`src/rtl/pdmc_params.svh`:
```
// Constants of the power-down mode controller
`ifndef PDMC_PARAMS_SVH
`define PDMC_PARAMS_SVH
`define PDMC_STS_8K 3'h0
`define PDMC_STS_16K 3'h1
`define PDMC_STS_32K 3'h2
`define PDMC_STS_64K 3'h3
`define PDMC_STS_128K 3'h4
`define PDMC_STS_EXT 3'h5
`define PDMC_STS_8 3'h6
`define PDMC_STS_16 3'h7
`define PDMC_WAIT_8K 18'h02000
`define PDMC_WAIT_16K 18'h04000
`define PDMC_WAIT_32K 18'h08000
`define PDMC_WAIT_64K 18'h10000
`define PDMC_WAIT_128K 18'h20000
`define PDMC_WAIT_2 18'h00002
`define PDMC_WAIT_8 18'h00008
`define PDMC_WAIT_16 18'h00010
`define PDMC_MDIV_RESET 2'h3
`define PDMC_SYNC_MAX 2
`endif

```
`src/rtl/pdmc_pkg.sv`:
```
// Types of the power-down mode controller
package pdmc_pkg;
  typedef enum logic [2:0] {
    PDMC_ACT_HS, PDMC_ACT_MS, PDMC_SUBACT, PDMC_SLEEP_HS, PDMC_SLEEP_MS,
    PDMC_STANDBY, PDMC_WATCH, PDMC_SUBSLEEP
  } pdmc_mode_t;
  typedef struct packed {
    logic standby_select;
    logic low_speed_select;
    logic medium_speed_select;
    logic direct_transfer_select;
    logic watch_clock_select;
    logic [2:0] settling_wait_field;
    logic medium_divider_select_hi;
    logic medium_divider_select_lo;
  } pdmc_ctrl_t;
  // Enabled wake requests grouped by source
  typedef struct packed {
    logic timer_a;
    logic timer_c;
    logic timer_f;
    logic timer_g;
    logic async_event_counter;
    logic serial_port_one;
    logic serial_port_two;
    logic converter;
    logic other_periph;
    logic [4:0] external_interrupt_lines;
    logic [7:0] wakeup_pins;
  } pdmc_wake_t;
endpackage

```
`src/rtl/pdmc_sync.sv`:
```
// Three-stage synchroniser with second/third stage agreement
module pdmc_sync #(
  parameter int W = 1
) (
  input wire logic clk,
  input wire logic rst_n,
  input wire logic [W-1:0] din,
  output logic [W-1:0] dout
);
  logic [W-1:0] s1_q;
  logic [W-1:0] s2_q;
  logic [W-1:0] s3_q;

  always_ff @(posedge clk) begin
    if (!rst_n) begin
      s1_q <= '0;
      s2_q <= '0;
      s3_q <= '0;
      dout <= '0;
    end else begin
      s1_q <= din;
      s2_q <= s1_q;
      s3_q <= s2_q;
      for (int i = 0; i < W; i++) begin
        if (s2_q[i] == s3_q[i]) begin
          dout[i] <= s3_q[i];
        end
      end
    end
  end
endmodule

```
`src/rtl/pdmc_ctrl.sv`:
```
// What this block does
// - Enabled interrupt in sleep wakes to matching-speed active with exception handling.
// - No interrupt wake while global mask is set or source is disabled.
// - Wake synchronising adds at most two clock periods; the pin synchroniser here takes up to four before pins_sync follows.
// - Clear pin low in sleep leaves sleep and resets the CPU.
// - Medium-speed sleep clocks peripherals at selected divided rate.
// - Sleep with standby, no low-speed, no watch clock enters standby.
// - Standby exits only on lines 1 and 0, wakeup pins, clear pin.
// - Standby interrupt wake counts settling wait then resumes by medium select.
// - Clear low in standby starts oscillator; reset handling after release.
// - Settling field codes map to 8192..131072, 2, 8, 16 states.
// - Falling edge counts only after two cycles of prior high.
// - Sleep with standby and watch clock selects enters watch mode.
// - Watch exits on timers A F G, line 0, wakeup pins, clear.
// - Watch wake targets high, medium or subactive; active waits settling.
// - Sleep in subactive with low-speed and watch clock, no standby: subsleep.
// - Subsleep exits on timers, counter, serial ports, lines 4-0, pins, clear.
// - Enabled wake in subsleep returns to subactive with exception handling.
// - Subactive sleep with standby and watch clock goes to watch.
// - Sleep exits on any peripheral interrupt or the clear pin.
// - Clear low in watch, subsleep, subactive behaves as in standby.
// - Active sleep with all selects zero enters high-speed sleep.
// - Medium divider codes select oscillator divided by 16, 32, 64, 128.
`include "pdmc_params.svh"
module pdmc_ctrl
  import pdmc_pkg::*;
(
  input wire logic clk,
  input wire logic rst_n,
  input wire logic sleep_exec,
  input wire pdmc_ctrl_t ctrl,
  input wire logic ccr_int_mask,
  input wire pdmc_wake_t wake_req,
  input wire logic [12:0] ext_pins_raw,
  input wire logic external_clear_pin_n,
  output pdmc_mode_t mode,
  output logic cpu_halt,
  output logic periph_halt,
  output logic osc_enable,
  output logic clock_supply,
  output logic io_float,
  output logic [7:0] periph_div,
  output logic irq_exception,
  output logic reset_exception,
  output logic cpu_reset,
  output logic [12:0] ext_fall
);
  pdmc_mode_t mode_q;
  pdmc_mode_t mode_d;
  pdmc_mode_t target_q;
  logic settling_q;
  logic [17:0] wait_cnt_q;
  logic [17:0] wait_len;
  logic clr_sync_n;
  logic clear_hold_q;
  logic [12:0] pins_sync;
  logic [12:0] pins_prev_q;
  logic [1:0] high_cnt_q [13];
  logic wake_any;
  logic wake_sleep;
  logic wake_standby;
  logic wake_watch;
  logic wake_subsleep;
  logic settle_done;
  logic gate_ok;
  logic clr_pin_low;
  logic clr_low_sync;

  // External clear and trigger pins arrive asynchronously
  // Clear is carried in its asserted sense: the synchroniser resets to 0,
  // which must mean no clear, or every reset would fake a clear pulse
  assign clr_pin_low = !external_clear_pin_n;

  pdmc_sync #(.W(1)) u_clr_sync (
    .clk(clk),
    .rst_n(rst_n),
    .din(clr_pin_low),
    .dout(clr_low_sync)
  );

  assign clr_sync_n = !clr_low_sync;

  pdmc_sync #(.W(13)) u_pin_sync (
    .clk(clk),
    .rst_n(rst_n),
    .din(ext_pins_raw),
    .dout(pins_sync)
  );

  always_ff @(posedge clk) begin
    if (!rst_n) begin
      pins_prev_q <= '0;
      ext_fall <= '0;
      for (int i = 0; i < 13; i++) begin
        high_cnt_q[i] <= 2'h0;
      end
    end else begin
      pins_prev_q <= pins_sync;
      for (int i = 0; i < 13; i++) begin
        ext_fall[i] <= pins_prev_q[i] && !pins_sync[i] && (high_cnt_q[i] >= 2'h2);
        if (pins_sync[i]) begin
          if (high_cnt_q[i] != 2'h3) begin
            high_cnt_q[i] <= high_cnt_q[i] + 2'h1;
          end
        end else begin
          high_cnt_q[i] <= 2'h0;
        end
      end
    end
  end

  // mask gate; wake_req is already per-source enabled
  assign gate_ok = !ccr_int_mask;
  assign wake_any = |wake_req;
  assign wake_sleep = gate_ok && wake_any;
  assign wake_standby = gate_ok && (|wake_req.external_interrupt_lines[1:0]
                        || |wake_req.wakeup_pins);
  assign wake_watch = gate_ok && (wake_req.timer_a || wake_req.timer_f || wake_req.timer_g
                      || wake_req.external_interrupt_lines[0] || |wake_req.wakeup_pins);
  assign wake_subsleep = gate_ok && (wake_req.timer_a || wake_req.timer_c
                         || wake_req.timer_f || wake_req.timer_g
                         || wake_req.async_event_counter || wake_req.serial_port_one
                         || wake_req.serial_port_two
                         || |wake_req.external_interrupt_lines || |wake_req.wakeup_pins);

  always_comb begin
    case (ctrl.settling_wait_field)
      `PDMC_STS_8K: wait_len = `PDMC_WAIT_8K;
      `PDMC_STS_16K: wait_len = `PDMC_WAIT_16K;
      `PDMC_STS_32K: wait_len = `PDMC_WAIT_32K;
      `PDMC_STS_64K: wait_len = `PDMC_WAIT_64K;
      `PDMC_STS_128K: wait_len = `PDMC_WAIT_128K;
      `PDMC_STS_EXT: wait_len = `PDMC_WAIT_2;
      `PDMC_STS_8: wait_len = `PDMC_WAIT_8;
      default: wait_len = `PDMC_WAIT_16;
    endcase
  end

  assign settle_done = settling_q && (wait_cnt_q == wait_len - 18'h1);

  always_comb begin
    mode_d = mode_q;
    case (mode_q)
      PDMC_ACT_HS, PDMC_ACT_MS: begin
        if (sleep_exec) begin
          if (ctrl.standby_select && ctrl.watch_clock_select) begin
            mode_d = PDMC_WATCH;
          end else if (ctrl.standby_select && !ctrl.low_speed_select) begin
            mode_d = PDMC_STANDBY;
          end else if (!ctrl.standby_select && !ctrl.low_speed_select
                       && !ctrl.direct_transfer_select) begin
            mode_d = ctrl.medium_speed_select ? PDMC_SLEEP_MS : PDMC_SLEEP_HS;
          end
        end
      end
      PDMC_SUBACT: begin
        if (sleep_exec && ctrl.watch_clock_select) begin
          if (ctrl.standby_select) begin
            mode_d = PDMC_WATCH;
          end else if (ctrl.low_speed_select) begin
            mode_d = PDMC_SUBSLEEP;
          end
        end
      end
      // sleep returns to matching active speed
      PDMC_SLEEP_HS: if (wake_sleep) begin
        mode_d = PDMC_ACT_HS;
      end
      PDMC_SLEEP_MS: if (wake_sleep) begin
        mode_d = PDMC_ACT_MS;
      end
      PDMC_STANDBY: if (settle_done) begin
        mode_d = target_q;
      end
      PDMC_WATCH: begin
        if (!settling_q && wake_watch && ctrl.low_speed_select) begin
          mode_d = PDMC_SUBACT;
        end else if (settle_done) begin
          mode_d = target_q;
        end
      end
      PDMC_SUBSLEEP: if (wake_subsleep) begin
        mode_d = PDMC_SUBACT;
      end
      default: mode_d = PDMC_ACT_HS;
    endcase
  end

  // clear pin forces reset state; handled by clr_sync_n
  always_ff @(posedge clk) begin
    if (!rst_n) begin
      mode_q <= PDMC_ACT_MS;
    end else if (!clr_sync_n) begin
      mode_q <= PDMC_ACT_MS;
    end else begin
      mode_q <= mode_d;
    end
  end

  // settling counter restarts on oscillator restart
  always_ff @(posedge clk) begin
    if (!rst_n) begin
      settling_q <= 1'b0;
      wait_cnt_q <= 18'h0;
      target_q <= PDMC_ACT_HS;
    end else if (!clr_sync_n) begin
      settling_q <= 1'b0;
      wait_cnt_q <= 18'h0;
    end else if (!settling_q && ((mode_q == PDMC_STANDBY && wake_standby)
                 || (mode_q == PDMC_WATCH && wake_watch && !ctrl.low_speed_select))) begin
      settling_q <= 1'b1;
      wait_cnt_q <= 18'h0;
      target_q <= ctrl.medium_speed_select ? PDMC_ACT_MS : PDMC_ACT_HS;
    end else if (settle_done) begin
      settling_q <= 1'b0;
    end else if (settling_q) begin
      wait_cnt_q <= wait_cnt_q + 18'h1;
    end
  end

  // reset handling waits for the clear pin release
  always_ff @(posedge clk) begin
    if (!rst_n) begin
      clear_hold_q <= 1'b0;
      reset_exception <= 1'b0;
    end else begin
      clear_hold_q <= !clr_sync_n;
      reset_exception <= clear_hold_q && clr_sync_n;
    end
  end

  // interrupt handling pulse on wake completion
  always_ff @(posedge clk) begin
    if (!rst_n) begin
      irq_exception <= 1'b0;
    end else begin
      irq_exception <= clr_sync_n && (mode_d != mode_q)
                       && (mode_q inside {PDMC_SLEEP_HS, PDMC_SLEEP_MS, PDMC_STANDBY,
                                          PDMC_WATCH, PDMC_SUBSLEEP});
    end
  end

  always_ff @(posedge clk) begin
    if (!rst_n) begin
      periph_div <= 8'h80;
    end else begin
      case ({ctrl.medium_divider_select_hi, ctrl.medium_divider_select_lo})
        2'h0: periph_div <= 8'h10;
        2'h1: periph_div <= 8'h20;
        2'h2: periph_div <= 8'h40;
        default: periph_div <= 8'h80;
      endcase
    end
  end

  assign mode = mode_q;
  assign cpu_reset = clear_hold_q;
  assign cpu_halt = !(mode_q inside {PDMC_ACT_HS, PDMC_ACT_MS, PDMC_SUBACT});
  // standby stops everything and floats pins
  assign periph_halt = mode_q inside {PDMC_STANDBY, PDMC_WATCH, PDMC_SUBSLEEP};
  assign io_float = (mode_q == PDMC_STANDBY);
  // Oscillator runs out of standby/watch, while settling, or under clear
  assign osc_enable = !(mode_q inside {PDMC_STANDBY, PDMC_WATCH}) || settling_q
                      || clear_hold_q;
  // no clock to the chip before terminal count
  assign clock_supply = osc_enable && !settling_q;
endmodule

```
`config.mk`:
```
export PLATFORM = sky130hd
export DESIGN_NAME = pdmc_ctrl
export DESIGN_NICKNAME = d
export VERILOG_FILES = /design/src/rtl/pdmc_pkg.sv /design/src/rtl/pdmc_sync.sv /design/src/rtl/pdmc_ctrl.sv
export VERILOG_INCLUDE_DIRS = /design/src /design/src/rtl
export SDC_FILE = /design/constraint.sdc
export NUM_CORES = 1
export LEC_CHECK = 0
export BUFFER_PORTS_ARGS = -buffer_cell sky130_fd_sc_hd__clkbuf_2
export CORE_MARGIN = 2
export CORE_UTILIZATION = 50
export DETAILED_ROUTE_END_ITERATION = 8
export MAX_ROUTING_LAYER = met4
export PLACE_DENSITY_LB_ADDON = 0.3
export SKIP_LAST_GASP = 1
export SLEW_MARGIN = 0
export SYNTH_ARGS = -nofsm -noshare
export SYNTH_HDL_FRONTEND = slang
export SYNTH_SLANG_ARGS = --single-unit
```
`constraint.sdc`:
```
create_clock -name clk -period 4.9 [get_ports clk]
set_clock_uncertainty 0.05 [all_clocks]
set_input_delay 0.49 -clock clk [delete_from_list [all_inputs] [get_ports clk]]
set_output_delay 0.49 -clock clk [all_outputs]
set_load 0.005 [all_outputs]
```
==> results.toml <==
[finish]
layout_common_cells = "112 x dfxtp_1, 77 x clkbuf_2, 63 x nand2_1"
final_util_pct = 60.2
final_common_cell = "dfxtp_1"
insertedDiodeCount = 0
drive_above_1_share_pct = 17.6
final_nets = 766
finalNonFillerCells = 841
area_growth_pct = 16.7

[power_and_ir_drop]
power.leakage_nw = 2.93
power_mw = 2.57
power.density_mw_per_mm2 = 371
peakVddDrop_v = 0.000297

[critical_path]
r2r_slack_ns = 2.67
cp.depth = 14
cp_common_cell = "ha_1"
r2r_start = "wait_cnt_q[8]"
crit_arrival_ns = 3.54
crit_slowest_cell = "buf_4"
crit_path_max_incr_delay_ns = 0.38
cp_data_required_time_ns = 5.14
path_buf_inv = 2
worst-setup-path-type = "in -> reg"
crit_chain = "clkbuf_2, nand2_1, or2_2, ha_1, mux2_2, a21oi_1, ha_1, xnor2_1, a211oi_1, nand4_1, a2111oi_4, buf_4, nor3_1, mux2i_1"
path_delay_family = "simple AND/OR/NAND/NOR gates"
critPathLaunchType = "primary input"
r2r-end = "wait_cnt_q[5]"
reg2regPathDepth = 7
end_kind = "flop"
critPathMaxFanout = 39

[routing]
drc_errors = 5
dr_wl_met3_um = 447
wl_met1_mm = 4.90
first_pass_iters = 7
vias_per_cell = 5.35
drt-initial-drc-count = 269
route.met2.wl_mm = 5.70
topRoutingLayerUsed = "met4"
postRouteAntennaNets = 0
wl_per_cell_um = 13.2
drt_wl_total_mm = 11.1
num_vias = 4502

[timing]
finalCritPeriodShare_pct = 67.4
setup_ws_ns = 1.60
worstMarginPinSlew_ns = 0.719
setup_viol = 0
fmax_ghz = 0.303
maxSlewViolCount = 0
rsz0062_at_grt = "false"
slew_headroom_pct = 52.1
period_minus_slack_ns = 3.30
hold_violations = 0
fin_setup_tns_ns = 0

[clock_tree]
clockRootBuffer = "clkbuf_16"
clock_latency_ns = 0.41
cts.htree.levels = 4
clock_path_buffers = 2
cts_hold_buf = 0
cts_tree = "done"
cts_sinks = 138
postCtsSetupBuffers = 0
cts_buffers = 17
cts_resized = 0
clk_pin_slew_ns = 0.06

[logic_synthesis]
synth_ff_type = "dfxtp_1"
ys_warn_count = 0
ys_types = 67
async_flop_share_pct = 0
yosys_register_bits = 138
ys_seq_area_share_pct = 50.9
syn_area_mm2 = 0.00594
synthAdderAreaFrac_pct = 6.53
syn-instance-count = 611
synth_xor_xnor_area_share_pct = 0.737
synth-edff-count = 26
syn_area_per_cell_um2 = 9.73
yosys.area_share.simple_pct = 22.7
synth_mux_area_share_pct = 0.863
synth_top_family_by_area = "simple AND/OR/NAND/NOR gates"
synth_compound_area_share_pct = 13.3

[place]
pre_cts_ws_ns = 1.20
place_congestion = 0.867
hpwl_mm = 7.79
numPortBuffers = 77
dp_cells = 809

[floorplan]
io_pins = 82
die_y_um = 113
die_area_mm2 = 0.0128
start_util_pct = 51.6
rows = 39
coreArea_mm2 = 0.0115
die_w_um = 113

[outcome]
violations = "design-rule violations"
status = "finished with violations"

[grt]
grt_pass1_vias = 4336
antenna_found_initial = 0
grt_overflow_total = 0
grt_usage_pct = 18.5
grt_max_degree = 89
grt_pass1_wl_mm = 18.7

[min_path]
hold_path_class = "in -> reg"
hold_start = "external_clear_pin_n"
hold_path_depth = 2
holdPathEnd = "u_clr_sync.s1_q"

[run]
maxCapViolations = 0
layer usage:
| layer | vias to the layer above | track usage (%) |
|---|---|---|
| li1 | 2299 | - |
| met1 | 2116 | 21.0 |
| met2 | 78 | 31.4 |
| met3 | 9 | 5.52 |
| met4 | 0 | 6.10 |
| met5 | - | - |
how the worst max path moves through the flow:
stage | from | to | slack, ns
2_1_floorplan | ctrl[4] | wait_cnt_q[1] | 1.59
3_3_place_gp | ctrl[4] | wait_cnt_q[9] | 1.29
3_5_place_dp | ctrl[4] | wait_cnt_q[7] | 1.20
4_1_cts | ctrl[4] | wait_cnt_q[5] | 1.63
5_1_grt | ctrl[4] | wait_cnt_q[10] | 1.32
6_report | ctrl[4] | wait_cnt_q[5] | 1.60
metrics by stage:
stage	hold slack, ns	area (um^2)
CTS	0.168	6940
finish	0.183	6940
global route	0.162	6940
detailed placement	0.370	6400
global placement	0.364	6400
floorplan	0.362	5950
registers in the layout, indices dropped and copies added (netlist names), 3 cells and up:
register         cells
periph_div           4
mode                 3
u_pin_sync.s2_q     13
ext_fall            13
high_cnt_q          26
wait_cnt_q          18
pins_prev_q         13
u_pin_sync.dout     13
u_pin_sync.s1_q     13
u_pin_sync.s3_q     13
cell type report:
type	count	area, um^2
sequential	138	3020
multi-input combinational	409	2640
fill	1003	4580
clock inverter	13	91.3
inverter	38	143
tap	143	179
timing repair buffer	81	415
clock buffer	19	443
worst register-to-register path: cells and delay by family (launching register included):
kind / cells / cell delay [ns]
buf+inv: 1 / 0.38
simple gates: 3 / 0.69
flops: 1 / 0.33
compound gates: 2 / 0.54
mux: 1 / 0.13
power breakdown:
part	internal, mW	leakage (nW)	switching (mW)
sequential	1.18	1.23	0.0382
clock	0.661	0.265	0.471
combinational	0.0994	1.43	0.120
cells by family after synthesis:
family | count (synthesis)
other | 1
DFF | 138
buffers and inverters | 67
muxes | 5
AOI/OAI and AO/OA | 115
adders and majority gates | 31
xor gates and xnor gates | 5
and+or+nand+nor | 249
cells in the mapped netlist, types with 3 or more instances:
library cell,number,area (um^2)
a211oi_1,4,30.0
a21boi_0,14,105
a21oi_1,17,85.1
a31oi_1,3,18.8
and2_1,47,294
and4bb_2,3,37.5
buf_2,7,35.0
buf_4,6,45.0
clkbuf_1,14,52.6
dfxtp_1,112,2240
edfxtp_1,26,781
ha_1,31,388
inv_1,38,143
mux2i_1,4,40.0
nand2_1,63,236
nand3_1,15,75.1
nand3b_1,4,30.0
nand4_1,10,62.6
nand4b_1,3,26.3
nor2_1,36,135
nor2b_1,4,25.0
nor3_1,23,115
nor3b_1,3,22.5
nor4_1,3,18.8
nor4b_1,3,26.3
o2111ai_1,3,26.3
o211ai_1,16,120
o21ai_0,29,145
o21ai_1,6,30.0
or3_1,18,113
xnor2_1,3,26.3
Note: power is estimated with default switching activity, not from simulation.
